[src/placeholder_none.sv]
`timescale 1ns/100ps
`default_nettype none
`default_nettype wire

[src/timer_pkg.sv]
`default_nettype none
package timer_pkg;
    // ------------------------------------------------------------
    // Sizes
    // ------------------------------------------------------------
    localparam int COUNT_WIDTH = 16;
    localparam int N_COMPARE = 3;
    localparam int N_CAPTURE = 2;
    localparam int ADDR_WIDTH = 5;

    // ------------------------------------------------------------
    // Byte addresses on the core bus
    // ------------------------------------------------------------
    localparam logic [4:0] ADDR_CTRL_STATUS = 5'h08;
    localparam logic [4:0] ADDR_COUNT_HI = 5'h09;
    localparam logic [4:0] ADDR_COUNT_LO = 5'h0a;
    localparam logic [4:0] ADDR_ALIAS_HI = 5'h15;
    localparam logic [4:0] ADDR_ALIAS_LO = 5'h16;
    localparam logic [4:0] ADDR_PIN_CONTROL = 5'h17;
    localparam logic [4:0] ADDR_IRQ_ENABLE = 5'h18;
    localparam logic [4:0] ADDR_FLAGS = 5'h19;
    localparam logic [2:0][4:0] ADDR_COMPARE_HI = {5'h1c, 5'h1a, 5'h0b};
    localparam logic [2:0][4:0] ADDR_COMPARE_LO = {5'h1d, 5'h1b, 5'h0c};
    localparam logic [1:0][4:0] ADDR_CAPTURE_HI = {5'h1e, 5'h0d};
    localparam logic [1:0][4:0] ADDR_CAPTURE_LO = {5'h1f, 5'h0e};

    // ------------------------------------------------------------
    // Field positions of the combined register (write side)
    // ------------------------------------------------------------
    localparam int CCS_LEVEL_1 = 0;
    localparam int CCS_EDGE_1 = 1;
    localparam int CCS_OVF_EN = 2;
    localparam int CCS_MATCH_EN_1 = 3;
    localparam int CCS_CAPTURE_EN_1 = 4;
    // Pin control register: levels, edges, drive enables
    localparam int PCR_LEVEL_LSB = 0;
    localparam int PCR_EDGE_LSB = 3;
    localparam int PCR_DRIVE_LSB = 5;
    // Irq enable register
    localparam int IER_OVF_EN = 2;
    localparam int IER_MATCH_LSB = 3;
    localparam int IER_CAPTURE_LSB = 6;

    // ------------------------------------------------------------
    // Reset and preset values
    // ------------------------------------------------------------
    localparam logic [15:0] COMPARE_RESET = 16'hffff;
    localparam logic [15:0] COUNT_PRESET = 16'hfff8;
    localparam logic [15:0] COUNT_STEP = 16'h0001;
    localparam logic [2:0] DRIVE_EN_RESET = 3'h1;
    localparam logic [1:0] ONES_LOW_BITS = 2'h3;
    localparam logic [7:0] UNMAPPED_READ = 8'h00;
endpackage
`default_nettype wire

[src/timer_bus_if.sv]
`timescale 1ns/100ps
`default_nettype none
interface timer_bus_if;
    logic [4:0] addr;
    logic [7:0] wdata;
    logic rd;
    logic wr;
    logic [7:0] rdata;
    logic ack;

    // Core side issues one-cycle strobes, timer answers with ack
    modport core_end (output addr, output wdata, output rd, output wr,
                      input rdata, input ack);
    modport timer_end (input addr, input wdata, input rd, input wr,
                       output rdata, output ack);
endinterface
`default_nettype wire

[src/capture_edge.sv]
`timescale 1ns/100ps
`default_nettype none
module capture_edge
(
    // Clock and reset
    input wire logic clock_i,
    input wire logic reset_i,
    input wire logic ce_i,
    // Pin and selection
    input wire logic pin_i,
    input wire logic rising_i,
    // Capture request
    output logic fire_o
);
    typedef struct packed {
        logic now;
        logic last;
        logic fire;
    } edge_state_t;

    edge_state_t s;
    edge_state_t next_s;

    always_comb
    begin
        next_s = s;
        next_s.now = pin_i;
        next_s.last = s.now;
        // Fire lands one cycle after the edge is seen, the second E edge
        next_s.fire = rising_i ? (s.now & ~s.last) : (~s.now & s.last);
    end

    always_ff @(posedge clock_i)
    begin
        if (reset_i)
        begin
            s <= '0;
        end
        else if (ce_i)
        begin
            s <= next_s;
        end
    end

    assign fire_o = s.fire;
endmodule
`default_nettype wire

[src/timer_core.sv]
// Summary of operation
// - Counter steps each E cycle; test preset.
// - Overflow flag set at all ones.
// - Alias counter read never clears overflow.
// - Three compare registers checked every cycle.
// - Match sets flag, copies output level.
// - Match level on pin only with enable and direction.
// - High-byte write skips one compare; bytes independent.
// - Level copied on every match.
// - Compare registers reset to all ones.
// - Two captures store counter on chosen edge.
// - Capture lands third E edge after transition.
// - Capture ignores flag, keeps newest value.
// - No capture inside a two-byte capture read.
// - Source holds pulses two E cycles minimum.
// - Combined register readable, bits 0-4 writable.
// - Edge select 1 resets low; 1 rising.
// - Level bit and output register 1 reset low.
// - Enabled flags raise shared timer interrupt.
// - Overflow cleared by status then count-high read.
// - Match flag 1 cleared by status then write.
// - Capture flag 1 cleared by status then read.
// - Drive enable 1 resets high; selects pin source.
`timescale 1ns/100ps
`default_nettype none
module timer_core
#(
    parameter int COUNT_WIDTH = timer_pkg::COUNT_WIDTH
)
(
    // Clock and reset
    input wire logic clock_i,
    input wire logic reset_i,
    input wire logic ce_i,
    // Core bus
    timer_bus_if.timer_end bus,
    // Test mode 0 strap level
    input wire logic test_mode_i,
    // Capture pins: bit 0 is capture_pin_1, bit 1 capture_pin_2
    input wire logic [1:0] capture_pin_i,
    // Port direction and data bits behind the compare pins
    input wire logic [2:0] port_dir_i,
    input wire logic [2:0] port_data_i,
    // Compare pins: bit 0 is compare_pin_1
    output logic [2:0] compare_pin_o,
    output logic [2:0] compare_pin_oe_o,
    // Interrupt
    output logic timer_interrupt_line_o
);
    localparam int NC = timer_pkg::N_COMPARE;
    localparam int NK = timer_pkg::N_CAPTURE;

    // ------------------------------------------------------------
    // Parameter check
    // ------------------------------------------------------------
    // The byte split of every 16-bit register assumes this width
    if (COUNT_WIDTH != timer_pkg::COUNT_WIDTH)
    begin : width_check
        $error("timer_core: COUNT_WIDTH must be 16");
    end

    typedef struct packed {
        logic [15:0] count;
        logic [7:0] count_low;
        logic [NC-1:0][15:0] compare;
        logic [NC-1:0] inhibit;
        logic [NC-1:0] out_level;
        logic [NC-1:0] match_output_level;
        logic [NC-1:0] pin_drive_enable;
        logic [NC-1:0] match_flag;
        logic [NC-1:0] match_arm;
        logic [NC-1:0] match_irq_enable;
        logic [NK-1:0][15:0] capture;
        logic [NK-1:0] capture_lock;
        logic [NK-1:0] capture_flag;
        logic [NK-1:0] capture_arm;
        logic [NK-1:0] capture_irq_enable;
        logic [NK-1:0] edge_select;
        logic overflow_flag;
        logic overflow_arm;
        logic overflow_irq_enable;
        logic [7:0] rdata;
        logic ack;
        logic irq;
        logic [NC-1:0] pin;
        logic [NC-1:0] pin_oe;
    } timer_state_t;

    timer_state_t s;
    timer_state_t next_s;
    logic [NK-1:0] fire;

    // ------------------------------------------------------------
    // Edge detectors
    // ------------------------------------------------------------
    // Pins are watched whatever their direction
    for (genvar k = 0; k < NK; k++)
    begin : capture_ch
        capture_edge edge_det (
            .clock_i(clock_i),
            .reset_i(reset_i),
            .ce_i(ce_i),
            .pin_i(capture_pin_i[k]),
            .rising_i(s.edge_select[k]),
            .fire_o(fire[k])
        );
    end

    // ------------------------------------------------------------
    // Next state
    // ------------------------------------------------------------
    always_comb
    begin
        logic [NC-1:0] match_set;
        logic [NK-1:0] capture_set;
        logic overflow_set;
        logic status_read;
        logic flags_read;
        logic [7:0] rv;
        next_s = s;
        match_set = '0;
        capture_set = '0;
        overflow_set = &s.count;
        status_read = bus.rd && (bus.addr == timer_pkg::ADDR_CTRL_STATUS);
        flags_read = bus.rd && (bus.addr == timer_pkg::ADDR_FLAGS);
        rv = timer_pkg::UNMAPPED_READ;
        next_s.ack = bus.rd | bus.wr;
        next_s.count = s.count + timer_pkg::COUNT_STEP;
        next_s.inhibit = '0;

        for (int i = 0; i < NC; i++)
        begin
            // Compare against the counter value of this E cycle
            if (s.count == s.compare[i] && !s.inhibit[i])
            begin
                match_set[i] = 1'b1;
                next_s.out_level[i] = s.match_output_level[i];
            end
        end

        for (int k = 0; k < NK; k++)
        begin
            // A pending flag does not stop a newer capture
            if (fire[k] && !s.capture_lock[k])
            begin
                next_s.capture[k] = s.count;
                capture_set[k] = 1'b1;
            end
        end

        // --------------------------------------------------------
        // Register writes
        // --------------------------------------------------------
        if (bus.wr)
        begin
            case (bus.addr)
                timer_pkg::ADDR_CTRL_STATUS:
                begin
                    // Flag bits 5..7 are read only
                    next_s.match_output_level[0] = bus.wdata[timer_pkg::CCS_LEVEL_1];
                    next_s.edge_select[0] = bus.wdata[timer_pkg::CCS_EDGE_1];
                    next_s.overflow_irq_enable = bus.wdata[timer_pkg::CCS_OVF_EN];
                    next_s.match_irq_enable[0] = bus.wdata[timer_pkg::CCS_MATCH_EN_1];
                    next_s.capture_irq_enable[0] = bus.wdata[timer_pkg::CCS_CAPTURE_EN_1];
                end
                timer_pkg::ADDR_COUNT_HI:
                begin
                    if (test_mode_i)
                    begin
                        next_s.count = timer_pkg::COUNT_PRESET;
                    end
                end
                timer_pkg::ADDR_PIN_CONTROL:
                begin
                    next_s.match_output_level = bus.wdata[timer_pkg::PCR_LEVEL_LSB +: NC];
                    next_s.edge_select = bus.wdata[timer_pkg::PCR_EDGE_LSB +: NK];
                    next_s.pin_drive_enable = bus.wdata[timer_pkg::PCR_DRIVE_LSB +: NC];
                end
                timer_pkg::ADDR_IRQ_ENABLE:
                begin
                    next_s.overflow_irq_enable = bus.wdata[timer_pkg::IER_OVF_EN];
                    next_s.match_irq_enable = bus.wdata[timer_pkg::IER_MATCH_LSB +: NC];
                    next_s.capture_irq_enable = bus.wdata[timer_pkg::IER_CAPTURE_LSB +: NK];
                end
                default:
                begin
                end
            endcase
            for (int i = 0; i < NC; i++)
            begin
                if (bus.addr == timer_pkg::ADDR_COMPARE_HI[i])
                begin
                    next_s.compare[i][15:8] = bus.wdata;
                    next_s.inhibit[i] = 1'b1;
                end
                if (bus.addr == timer_pkg::ADDR_COMPARE_LO[i])
                begin
                    next_s.compare[i][7:0] = bus.wdata;
                end
                if ((bus.addr == timer_pkg::ADDR_COMPARE_HI[i] ||
                     bus.addr == timer_pkg::ADDR_COMPARE_LO[i]) && s.match_arm[i])
                begin
                    next_s.match_flag[i] = 1'b0;
                    next_s.match_arm[i] = 1'b0;
                end
            end
        end

        // --------------------------------------------------------
        // Register reads and their side effects
        // --------------------------------------------------------
        if (bus.rd)
        begin
            case (bus.addr)
                timer_pkg::ADDR_CTRL_STATUS:
                    rv = {s.capture_flag[0], s.match_flag[0], s.overflow_flag,
                          s.capture_irq_enable[0], s.match_irq_enable[0],
                          s.overflow_irq_enable, s.edge_select[0],
                          s.match_output_level[0]};
                timer_pkg::ADDR_COUNT_HI:
                begin
                    rv = s.count[15:8];
                    next_s.count_low = s.count[7:0];
                    if (s.overflow_arm)
                    begin
                        next_s.overflow_flag = 1'b0;
                        next_s.overflow_arm = 1'b0;
                    end
                end
                timer_pkg::ADDR_ALIAS_HI:
                begin
                    rv = s.count[15:8];
                    next_s.count_low = s.count[7:0];
                end
                timer_pkg::ADDR_COUNT_LO, timer_pkg::ADDR_ALIAS_LO:
                    rv = s.count_low;
                timer_pkg::ADDR_PIN_CONTROL:
                    rv = {s.pin_drive_enable, s.edge_select, s.match_output_level};
                timer_pkg::ADDR_IRQ_ENABLE:
                    rv = {s.capture_irq_enable, s.match_irq_enable,
                          s.overflow_irq_enable, timer_pkg::ONES_LOW_BITS};
                timer_pkg::ADDR_FLAGS:
                    rv = {s.capture_flag, s.match_flag, s.overflow_flag,
                          timer_pkg::ONES_LOW_BITS};
                default:
                begin
                end
            endcase
            for (int i = 0; i < NC; i++)
            begin
                if (bus.addr == timer_pkg::ADDR_COMPARE_HI[i])
                begin
                    rv = s.compare[i][15:8];
                end
                if (bus.addr == timer_pkg::ADDR_COMPARE_LO[i])
                begin
                    rv = s.compare[i][7:0];
                end
            end
            for (int k = 0; k < NK; k++)
            begin
                if (bus.addr == timer_pkg::ADDR_CAPTURE_HI[k])
                begin
                    rv = s.capture[k][15:8];
                    // Held until the low byte is read
                    next_s.capture_lock[k] = 1'b1;
                    if (s.capture_arm[k])
                    begin
                        next_s.capture_flag[k] = 1'b0;
                        next_s.capture_arm[k] = 1'b0;
                    end
                end
                if (bus.addr == timer_pkg::ADDR_CAPTURE_LO[k])
                begin
                    rv = s.capture[k][7:0];
                    next_s.capture_lock[k] = 1'b0;
                end
            end
            next_s.rdata = rv;
        end

        // --------------------------------------------------------
        // Arming and setting of flags; a set beats a clear
        // --------------------------------------------------------
        // Overflow and channel 1 flags arm from either status view, the others from the flag view
        if (status_read || flags_read)
        begin
            next_s.overflow_arm = s.overflow_flag;
            next_s.match_arm[0] = s.match_flag[0];
            next_s.capture_arm[0] = s.capture_flag[0];
        end
        if (flags_read)
        begin
            next_s.match_arm = s.match_flag;
            next_s.capture_arm = s.capture_flag;
        end
        next_s.overflow_flag = next_s.overflow_flag | overflow_set;
        next_s.match_flag = next_s.match_flag | match_set;
        next_s.capture_flag = next_s.capture_flag | capture_set;

        next_s.irq = (next_s.overflow_flag & next_s.overflow_irq_enable) |
                     (|(next_s.match_flag & next_s.match_irq_enable)) |
                     (|(next_s.capture_flag & next_s.capture_irq_enable));
        for (int i = 0; i < NC; i++)
        begin
            next_s.pin[i] = next_s.pin_drive_enable[i] ? next_s.out_level[i]
                                                       : port_data_i[i];
            next_s.pin[i] = next_s.pin[i] & port_dir_i[i];
            next_s.pin_oe[i] = port_dir_i[i];
        end
    end

    // ------------------------------------------------------------
    // State register
    // ------------------------------------------------------------
    always_ff @(posedge clock_i)
    begin
        if (reset_i)
        begin
            s <= '0;
            s.compare <= {NC{timer_pkg::COMPARE_RESET}};
            s.pin_drive_enable <= timer_pkg::DRIVE_EN_RESET;
        end
        else if (ce_i)
        begin
            s <= next_s;
        end
    end

    assign bus.rdata = s.rdata;
    assign bus.ack = s.ack;
    assign compare_pin_o = s.pin;
    assign compare_pin_oe_o = s.pin_oe;
    assign timer_interrupt_line_o = s.irq;
endmodule
`default_nettype wire

[src/flat_wrapper.sv]
// flat-port wrapper written by rule: the top's interface ports become plain ports
module timer_core_flat 
#(
    parameter int COUNT_WIDTH = timer_pkg::COUNT_WIDTH
)
  (clock_i, reset_i, ce_i, test_mode_i, capture_pin_i, port_dir_i, port_data_i, compare_pin_o, compare_pin_oe_o, timer_interrupt_line_o, bus_addr, bus_wdata, bus_rd, bus_wr, bus_rdata, bus_ack);
  timer_bus_if bus_i ();
  input wire logic clock_i;
  input wire logic reset_i;
  input wire logic ce_i;
  input wire logic test_mode_i;
  input wire logic [1:0] capture_pin_i;
  input wire logic [2:0] port_dir_i;
  input wire logic [2:0] port_data_i;
  output logic [2:0] compare_pin_o;
  output logic [2:0] compare_pin_oe_o;
  output logic timer_interrupt_line_o;
  input wire logic [$bits(bus_i.addr)-1:0] bus_addr;
  input wire logic [$bits(bus_i.wdata)-1:0] bus_wdata;
  input wire logic [$bits(bus_i.rd)-1:0] bus_rd;
  input wire logic [$bits(bus_i.wr)-1:0] bus_wr;
  output wire logic [$bits(bus_i.rdata)-1:0] bus_rdata;
  output wire logic [$bits(bus_i.ack)-1:0] bus_ack;
  assign bus_i.addr = bus_addr;
  assign bus_i.wdata = bus_wdata;
  assign bus_i.rd = bus_rd;
  assign bus_i.wr = bus_wr;
  assign bus_rdata = bus_i.rdata;
  assign bus_ack = bus_i.ack;
  timer_core #(.COUNT_WIDTH(COUNT_WIDTH)) u_core (.clock_i(clock_i), .reset_i(reset_i), .ce_i(ce_i), .bus(bus_i), .test_mode_i(test_mode_i), .capture_pin_i(capture_pin_i), .port_dir_i(port_dir_i), .port_data_i(port_data_i), .compare_pin_o(compare_pin_o), .compare_pin_oe_o(compare_pin_oe_o), .timer_interrupt_line_o(timer_interrupt_line_o));
endmodule
[config.mk]
export PLATFORM = sky130hd
export DESIGN_NAME = timer_core_flat
export DESIGN_NICKNAME = d
export VERILOG_FILES = /design/src/placeholder_none.sv /design/src/timer_pkg.sv /design/src/timer_bus_if.sv /design/src/capture_edge.sv /design/src/timer_core.sv /design/src/flat_wrapper.sv
export SDC_FILE = /design/constraint.sdc
export NUM_CORES = 1
export LEC_CHECK = 0
export ABC_AREA = 0
export ABC_CLOCK_PERIOD_IN_PS = 2200
export BUFFER_PORTS_ARGS = -buffer_cell sky130_fd_sc_hd__clkbuf_2
export CORE_ASPECT_RATIO = 0.75
export CORE_MARGIN = 2
export CORE_UTILIZATION = 50
export DETAILED_ROUTE_END_ITERATION = 10
export PLACE_DENSITY_LB_ADDON = 0.12
export SETUP_SLACK_MARGIN = 0.4
export SLEW_MARGIN = 25
export SYNTH_ARGS = -nofsm -noshare
export SYNTH_HDL_FRONTEND = slang
export SYNTH_SLANG_ARGS = --single-unit
export TNS_END_PERCENT = 50
[constraint.sdc]
create_clock -name clock_i -period 2.2 [get_ports clock_i]
set_input_delay 0.11 -clock clock_i [delete_from_list [all_inputs] [get_ports clock_i]]
set_output_delay 0.11 -clock clock_i [all_outputs]
set_load 0.005 [all_outputs]
# --- Word level (Yosys, flattened, before mapping) ---
# Index checks and enable logic that the tools add are counted.
totals:
  output_inout_bits: 16
  mem_count: 0
  wordCells: 212
  mem_bits_rw: 0
  latch_bits: 0
  mem_bits_ro: 0
  reg_bits: 160
classes:
  n_mul: 0
  n_mux: 67
  shift: 0
  n_div: 0
  n_reduce_logical: 61
  n_lt_le_gt_ge: 0
  n_bitwise: 20
  add_sub_neg: 1
  n_eq_ne: 21
op_table:
  columns: ["op", "n"]
  rows:
  - ["$mux 8", 10]
  - ["$eq 5x5->1 const B", 11]
  - ["$reduce_and 3->1", 18]
  - ["$eq 16x16->1", 3]
  - ["$mux 16", 3]
  - ["$pmux 8 s6", 1]
  - ["$mux 1", 40]
  - ["$eq 5x4->1 const B", 7]
  - ["$reduce_bool 2->1", 10]
  - ["$add 16x1->16 const B", 1]
  - ["$reduce_and 16->1", 1]
  - ["$mux 12", 1]
  - ["$reduce_bool 3->1", 4]
  - ["$logic_and 1x1->1", 10]
  - ["$mux 2", 5]
  - ["$reduce_or 2->1", 5]
  - ["$mux 3", 3]
  - ["$and 1x1->1", 8]
  - ["$mux 4", 2]
  - ["$reduce_and 2->1", 3]
  - ["$logic_not 1->1", 5]
  - ["$logic_or 1x1->1", 4]
  - ["$not 1->1", 4]
  - ["$or 1x1->1", 4]
  - ["6 further kinds", 7]

# --- Depth between registers and ports, before layout ---
# Gate-level depths: netlist of run 1.
logic_depth:
  word_depth: 13
  ltp_mapped: 9
  depth_no_buf: 7

# --- By module ---
# From an unflattened synthesis of run 1, not the netlist that was laid out.
unflattened:
  cells_unflattened: 1044
  hier_area_um2: 8643.3
by_module_without_submodules:
  columns: ["mod", "n_inst", "seq_area_each_um2", "area_each_um2", "cells_each"]
  rows:
  - ["timer_core", 1, 3083.0, 8410.6, 1022]
  - ["capture_edge", 2, 60.1, 116.4, 11]

# --- Worst setup path before layout of run 1 ---
# No wires, ideal clock.
synth_path:
  path_type: "register to register"
  start: "register u_core.s[150] (netlist name)"
  end: "register u_core.s (netlist bit u_core.compare_pin_o[0])"
  synth_period_minus_slack_ps: 1988
  path_buffers: 1
  t_required_ps: 2083
  arrival_time_ps: 1871
  stages_incl_launch_ff: 8
  path_slack_ps: 212
  cell_sequence: "dfxtp_1 > clkbuf_1 > xnor2_1 > nand4_1 > nor4_1 > a21boi_0 > a311o_1 > a22o_1"
synth_between:
  elab_chain_cells: 5
synth_lines:
  columns: ["element", "line_no", "rtl"]
  rows:
  - ["start: declaration", "timer_core.sv:89", "timer_state_t s;"]
  - ["start signal: assignment", "timer_core.sv:326", "s <= next_s;"]
  - ["$eq 16x16->1", "timer_core.sv:134", "if (s.count == s.compare[i] && !s.inhibit[i])"]
  - ["$logic_and 1x1->1", "timer_core.sv:134", null]
  - ["$mux 1", "timer_core.sv:134", null]
  - ["$mux 1", "timer_core.sv:306", "next_s.pin[i] = next_s.pin_drive_enable[i] ? next_s.out_level[i]"]
  - ["$and 1x1->1", "timer_core.sv:308", "next_s.pin[i] = next_s.pin[i] & port_dir_i[i];"]
# No other way between the ends.
# A chain may end at the register's enable or synchronous reset.

# --- Worst setup path after layout of run 1 ---
layout_path:
  start: "register u_core.s[152] (netlist name)"
  end: "register u_core.s (netlist bit u_core.bus.rdata[6])"
layout_between:
  elab_chain_cells: 11
layout_lines:
  columns: ["element", "line_no", "rtl"]
  rows:
  - ["$pmux 8 s6", "timer_core.sv:214", "case (bus.addr)"]
  - ["$mux 8", "timer_core.sv:251", "if (bus.addr == timer_pkg::ADDR_COMPARE_HI[i])"]
  - ["$mux 8", "timer_core.sv:255", "if (bus.addr == timer_pkg::ADDR_COMPARE_LO[i])"]
  - ["$mux 8", "timer_core.sv:251", null]
  - ["$mux 8", "timer_core.sv:255", null]
  - ["$mux 8", "timer_core.sv:251", null]
  - ["$mux 8", "timer_core.sv:255", null]
  - ["$mux 8", "timer_core.sv:262", "if (bus.addr == timer_pkg::ADDR_CAPTURE_HI[k])"]
  - ["$mux 8", "timer_core.sv:273", "if (bus.addr == timer_pkg::ADDR_CAPTURE_LO[k])"]
  - ["$mux 8", "timer_core.sv:262", null]
  - ["$mux 8", "timer_core.sv:273", null]
# No other way between the ends.

==> flow_summary_export.csv, run 1 <==
group,metric,value,unit
critical_path,critPathRequiredTime,2.50,ns
synth,yosysTopAreaCell,"dfxtp_1",
synth,synth_area,8440,um^2
clock_network,clkTransAtPathRegs,0.06,ns
critical_path,ff2ff_setup_slack,0.34,ns
detailed_routing,drc,0,
synth,synthTopCellsByCount,"dfxtp_1 (160), nand2_1 (126), nor2_1 (98)",
detailed_routing,routed_via_density,6.23,
synth,yosys_warnings,0,
floorplanning,die_area,18000,um^2
synth,synthAdderAreaFrac,0.148,%
critical_path,path_depth,6,
clock_network,numCtsBuffers,17,
global_route,grt_pass1_vias,7266,
clock_network,cts_buffer_depth,2,
detailed_routing,drtPass1Iterations,6,
synth,synth_mux_area_share,5.04,%
synth,ys_ff_latch,160,
global_route,antenna_found_initial,0,
clock_network,clkLatencyLatePin,0.44,ns
detailed_routing,met2_length,11800,um
critical_path,cp-startpoint,"u_core.s[152]",
timing,worst_slew_pin_slew,0.731,ns
synth,synth_top_family_by_area,"simple AND/OR/NAND/NOR gates",
critical_path,r2r_start,"u_core.s[152]",
final_layout,final_area,10100,um^2
timing,max_freq,539,MHz
floorplanning,rows,41,
synth,postSynthAreaPerCell,8.20,um^2
critical_path,crit_path_end,"u_core.bus.rdata[6]",
timing,finalSetupViolCount,0,
timing,relSlewSlack,51.2,%
clock_network,htree_levels,4,
global_route,grt_usage,33.6,%
critical_path,crit_chain,"buf_4, a22o_1, a22o_1, a221o_1, a21oi_1, o32ai_1",
critical_path,start_kind,"flip-flop",
min_path,worstHoldPathType,"primary input to flip-flop",
global_route,grt_start_max_net_pins,52,
critical_path,crit_path_end_kind,"flip-flop",
synth,yosysTopAreaCellShare,37.9,%
synth,synth_cell_type_count,67,
clock_network,root_buffer,"clkbuf_16",
timing,min_period,1.86,ns
detailed_routing,wl_met1,14000,um
synth,async_flop_share,0,%
timing,rsz0062_at_grt,"true",
status,status,"completed",
detailed_routing,ant_nets,0,
synth,yosys-top-cells-area,"dfxtp_1 (38%), nand2_1 (5.6%), a21oi_1 (5.4%)",
global_route,grt-ovfl-total,0,
job,cap_violations,0,
placement,placed_area,9070,um^2
synth,synth_compound_area_share,21.5,%
timing,fin_setup_tns,0,ns
power_and_ir_drop,ir_worst_vdd,0.429,mV
detailed_routing,vias,8179,
timing,slew_viol_final,0,
critical_path,critPathBufInv,1,
timing,finalHoldViolCount,0,
power_and_ir_drop,p_leak,3.73,nW
critical_path,cpMostUsedCell,"a22o_1",
placement,gp_congestion,1.00,
clock_network,numClockSinks,160,
final_layout,antennaDiodeCount,0,
critical_path,worst-path-max-fanout,6,
power_and_ir_drop,pwr_density_cell,662,nW/um^2
detailed_routing,met3_length,3440,um
floorplanning,io_pins,43,
critical_path,crit_slowest_cell,"dfxtp_2",
critical_path,reg2reg_depth,6,
timing,skew,0.00872,ns
final_layout,fin_nets,1113,
detailed_routing,wl_per_cell,22.8,um
floorplanning,core_area,16700,um^2
final_layout,area_growth,19.3,%
synth,seq_area_frac_synth,37.9,%
synth,synthCells,1030,
synth,synthesis.nets,1058,
placement,pre_cts_slack,0.160,ns
detailed_routing,drtIter0Drc,1014,
timing,fin_crit_sh,84.4,%
critical_path,crit_arrival,2.16,ns
synth,synth_ff_type,"dfxtp_1",
critical_path,critPathTopFamily,"compound AO/OA/AOI/OAI gates",
floorplanning,die_height,117,um
detailed_routing,dr.max_layer_used,"met4",
critical_path,reg2reg_to,"u_core.bus.rdata[6]",
final_layout,drive_gt1_share,21.3,%
synth,synth_most_common_cell,"dfxtp_1",
synth,synth-simple-area-share,22.5,%
critical_path,worstSetupPathType,"flip-flop to flip-flop",
placement,portBuffers,42,
critical_path,critPathMaxStageDelay,0.38,ns
detailed_routing,routed_wirelength,29900,um
global_route,grt_pass1_wl,45300,um
placement,dp_hpwl,21400,um
synth,synth-edff-count,0,
clock_network,cts_tree,"built",
floorplanning,die_w,154,um
floorplanning,initial_core_util,50.6,%
synth,synth-xor-area-share,6.54,%
timing,worst_slack,0.343,ns
[worst min-delay path by stage]
stage | depth (start not counted) | end | start
CTS | 3 | u_core.compare_pin_oe_o[1] | port_dir_i[1]
floorplan | 1 | u_core.s[106] | bus_wdata[0]
global route | 3 | u_core.compare_pin_oe_o[1] | port_dir_i[1]
detailed placement | 3 | u_core.capture_ch[1].edge_det.next_s[1] | capture_pin_i[1]
finish | 3 | u_core.compare_pin_oe_o[1] | port_dir_i[1]
global placement | 3 | u_core.capture_ch[0].edge_det.next_s[1] | capture_pin_i[0]
[sequential cells by signal, summed over array words and instances, names as in the netlist]
name / cells
u_core.compare_pin_oe_o: 3
u_core.capture_ch.edge_det.s: 2
u_core.bus.ack: 1
u_core.capture_ch.edge_det.next_s: 2
u_core.capture_ch.edge_det.fire_o: 2
u_core.s: 138
u_core.bus.rdata: 8
u_core.timer_interrupt_line_o: 1
u_core.compare_pin_o: 3
[layout by cell type, fill, tap and decap left out, drive strengths merged, types with 8 or more instances in the layout]
master | synthesis | final
dfxtp | 160 | 160
nand2 | 127 | 127
nor2 | 101 | 101
a21oi | 91 | 91
buf | 49 | 90
clkbuf | 50 | 61
nor2b | 57 | 57
xnor2 | 52 | 52
a211o | 50 | 50
mux2i | 38 | 38
o21ai | 27 | 27
nand3 | 27 | 27
nand4 | 17 | 17
nor3 | 17 | 17
inv | 13 | 15
a22o | 13 | 13
xor2 | 11 | 11
o221ai | 11 | 11
a211oi | 10 | 10
a32oi | 8 | 8
[worst register-to-register path: cells and delay by family (launching register included)]
kind | cells | cell delay [ns]
flops | 1 | 0.38
buf+inv | 1 | 0.20
compound gates | 5 | 1.16
[layer usage]
layer	track usage (%)	up-vias
met2	46.6	476
met3	7.98	60
li1	-	3747
met5	0	-
met4	8.66	0
met1	51.6	3896
[power breakdown]
part | leakage (nW) | switching, mW | internal, mW
Combinational | 2.14 | 0.392 | 0.213
Clock | 0.298 | 1.24 | 1.85
Sequential | 1.30 | 0.0471 | 2.93
Total | 3.73 | 1.68 | 4.99
[timing repair]
item,4_1_cts,5_1_grt
hold buffers,4,0
pin swaps,9,10
gates resized for setup,50,25
hold endpoints to repair,4,0
buffers inserted,6,6
setup endpoints to repair,10,13
[stage by stage]
stage	util, %	hold WS (ns)	std cells	power (mW)
6_report	60.4	0.0145	1313	6.67
5_1_grt	60.4	0.0627	1313	6.85
4_1_cts	59.5	0.00539	1307	6.67
2_1_floorplan	-	0.228	1030	3.39
3_5_place_dp	54.4	0.364	1265	3.62
3_3_place_gp	54.4	0.348	1265	3.62
[layout make-up]
type                            instances  area, um^2
Fill cell                            1533        6600
Multi-Input combinational cell        758        4850
Sequential cell                       160        3270
Timing Repair Buffer                  135        1010
Clock buffer                           20         457
Tap cell                              215         269
Clock inverter                         12         158
Inverter                               13        48.8
[cell families after synthesis]
kind of cell               count (synthesis)
and+or+nand+nor                          389
AOI/OAI and AO/OA                        263
DFF                                      160
buffers and inverters                    112
xor gates and xnor gates                  63
muxes                                     42
adders and majority gates                  1
(Power assumes the default switching activity.)
==> run 2: changes to the inputs <==
--- a/config.mk
+++ b/config.mk
@@ -6,7 +6,7 @@
 export NUM_CORES = 1
 export LEC_CHECK = 0
 export ABC_AREA = 0
-export ABC_CLOCK_PERIOD_IN_PS = 2200
+export ABC_CLOCK_PERIOD_IN_PS = 1950
 export BUFFER_PORTS_ARGS = -buffer_cell sky130_fd_sc_hd__clkbuf_2
 export CORE_ASPECT_RATIO = 0.75
 export CORE_MARGIN = 2
==> constraint.sdc (replaced) <==
create_clock -name clock_i -period 1.95 [get_ports clock_i]
set_input_delay 0.0975 -clock clock_i [delete_from_list [all_inputs] [get_ports clock_i]]
set_output_delay 0.0975 -clock clock_i [all_outputs]
set_load 0.005 [all_outputs]
==> run 2 against run 1 <==
Effect of this change:
- maximum frequency is 1.5% lower
- final area up 7.2%
- sequential power grew 13%
- critical endpoint is now u_core.compare_pin_o[1]
==> flow_summary_export.csv, run 2 (synthesized netlist as in run 1, its figures left out) <==
group,metric,value,unit
critical_path,r2r_start,"u_core.s[153]",
min_path,worstHoldPathType,"primary input to flip-flop",
clock_network,cts_buffer_depth,2,
clock_network,cts_tree,"built",
clock_network,clkTransAtPathRegs,0.06,ns
timing,fin_crit_sh,96.7,%
timing,skew,0.00914,ns
power_and_ir_drop,p_leak,4.12,nW
timing,max_freq,530,MHz
clock_network,numClockSinks,160,
final_layout,area_growth,27.9,%
final_layout,top_register,"u_core.s",
floorplanning,die_w,154,um
clock_network,clkLatencyLatePin,0.43,ns
global_route,grt_pass1_vias,7647,
critical_path,cp-startpoint,"u_core.s[153]",
final_layout,final_common_cell,"dfxtp_1",
final_layout,antennaDiodeCount,0,
timing,finalSetupViolCount,0,
floorplanning,die_area,18000,um^2
detailed_routing,drtIter0Drc,1179,
timing,hold_slack,0.0498,ns
detailed_routing,ant_nets,0,
critical_path,reg2reg_depth,7,
placement,placed_cells,1330,
placement,placed_area,9730,um^2
clock_network,htree_levels,4,
critical_path,ff2ff_setup_slack,0.06,ns
clock_network,numCtsBuffers,17,
final_layout,fin_nets,1179,
floorplanning,die_height,117,um
critical_path,worstSetupPathType,"flip-flop to flip-flop",
global_route,grt_usage,35.1,%
critical_path,start_kind,"flip-flop",
power_and_ir_drop,pwr_density_cell,718,nW/um^2
clock_network,root_buffer,"clkbuf_16",
critical_path,critPathRequiredTime,2.28,ns
timing,finalHoldViolCount,0,
final_layout,largest_reg_flops,138,
timing,min_period,1.89,ns
critical_path,crit_arrival,2.21,ns
global_route,antenna_found_initial,0,
status,status,"completed",
final_layout,final_cell_mix,"dfxtp_1 (142), buf_4 (137), nand2_1 (123), nor2_1 (93), a21oi_1 (90)",
global_route,grt_start_max_net_pins,68,
critical_path,crit_path_end,"u_core.compare_pin_o[1]",
detailed_routing,routed_via_density,6.14,
global_route,grt-ovfl-total,0,
power_and_ir_drop,ir_worst_vdd,0.549,mV
detailed_routing,routed_wirelength,31500,um
floorplanning,rows,41,
detailed_routing,drtPass1Iterations,5,
final_layout,ff_latch_area,3260,um^2
final_layout,fillerInstances,1408,
detailed_routing,drc,0,
timing,worst_slew_pin_slew,0.812,ns
timing,slew_viol_final,0,
floorplanning,io_pins,43,
job,cap_violations,0,
detailed_routing,wl_per_cell,22.8,um
power_and_ir_drop,power,7.76,mW
timing,relSlewSlack,45.9,%
placement,portBuffers,42,
critical_path,reg2reg_to,"u_core.compare_pin_o[1]",
critical_path,worst-path-max-fanout,3,
floorplanning,initial_core_util,50.6,%
detailed_routing,vias,8472,
floorplanning,core_area,16700,um^2
timing,rsz0062_at_grt,"true",
placement,dp_hpwl,23200,um
final_layout,final_area,10800,um^2
global_route,grt_pass1_wl,46600,um
placement,gp_congestion,1.03,
final_layout,multi_input_area,5020,um^2
final_layout,instances_no_fill,1379,
critical_path,crit_path_end_kind,"flip-flop",
final_layout,drive_gt1_share,26.5,%
## run 2: changes by cell type in the layout (fill, tap and decap cells not counted), moves of 3 or more
cell and delta:
buf_4 +58, buf_12 +3, dfxtp_2 -15, dfxtp_1 +13, xnor2_1 -4, a22oi_2 +3, a22oi_1 -3, nor2_1 -5
nor2_2 +3, xnor2_2 +4
## run 2: worst min path at each step
stage | slack (ns) | from | depth (start not counted) | to
finish | 0.05 | bus_wdata[0] | 3 | u_core.s[73]
global route | 0.04 | bus_wdata[0] | 2 | u_core.s[122]
CTS | 0.03 | bus_rd | 3 | u_core.s[17]
detailed placement | 0.35 | capture_pin_i[0] | 3 | u_core.capture_ch[0].edge_det.next_s[1]
global placement | 0.33 | capture_pin_i[0] | 3 | u_core.capture_ch[0].edge_det.next_s[1]
floorplan | 0.22 | bus_wdata[0] | 1 | u_core.s[106]
## run 2: worst max-delay path: stages (launching register included)
cell and delay (ns):
dfxtp_4 0.40, xnor2_2 0.12, nand4_1 0.15, nor4_4 0.36, buf_4 0.18, nand2_2 0.07, a211o_1 0.28, a22o_1 0.21
## run 2: timing repair
item,CTS,global route
hold buffers,5,0
endpoints found under the hold margin,5,0
pin swaps,17,17
cloned,0,0
setup endpoints to repair,27,35
setup buffers,3,9
resized for setup,45,37
## run 2: routing by layer
| metal | share of wire, % | vias up | global-route usage [%] |
|---|---|---|---|
| li1 | - | 3880 | - |
| met1 | 45 | 4015 | 51.8 |
| met2 | 40 | 521 | 48.6 |
| met3 | 13 | 56 | 10.5 |
| met4 | 2.1 | 0 | 10.8 |
| met5 | 0 | - | 0 |
## run 2: metrics by stage
step	utilization [%]	setup slack (ns)	setup TNS, ns
final	64.8	0.0648	0
after CTS	63.4	0.0893	0
after floorplan	-	0.202	0
after detailed placement	58.4	-0.0787	-0.209
after global placement	58.4	-0.0879	-0.120
after global routing	64.8	0.0109	0
## run 2: layout make-up
cell class	instances	share of cell area (%)
Timing Repair Buffer	201	14.5
Clock buffer	20	4.14
Tap cell	215	2.49
Sequential cell	160	30.2
Multi-Input combinational cell	758	46.5
Clock inverter	12	1.68
Inverter	13	0.452
## run 2: power breakdown
| part | switching [mW] | internal [mW] | leakage (nW) |
|---|---|---|---|
| logic | 0.480 | 0.308 | 2.52 |
| registers | 0.0569 | 3.30 | 1.31 |
| clock network | 1.43 | 2.19 | 0.293 |
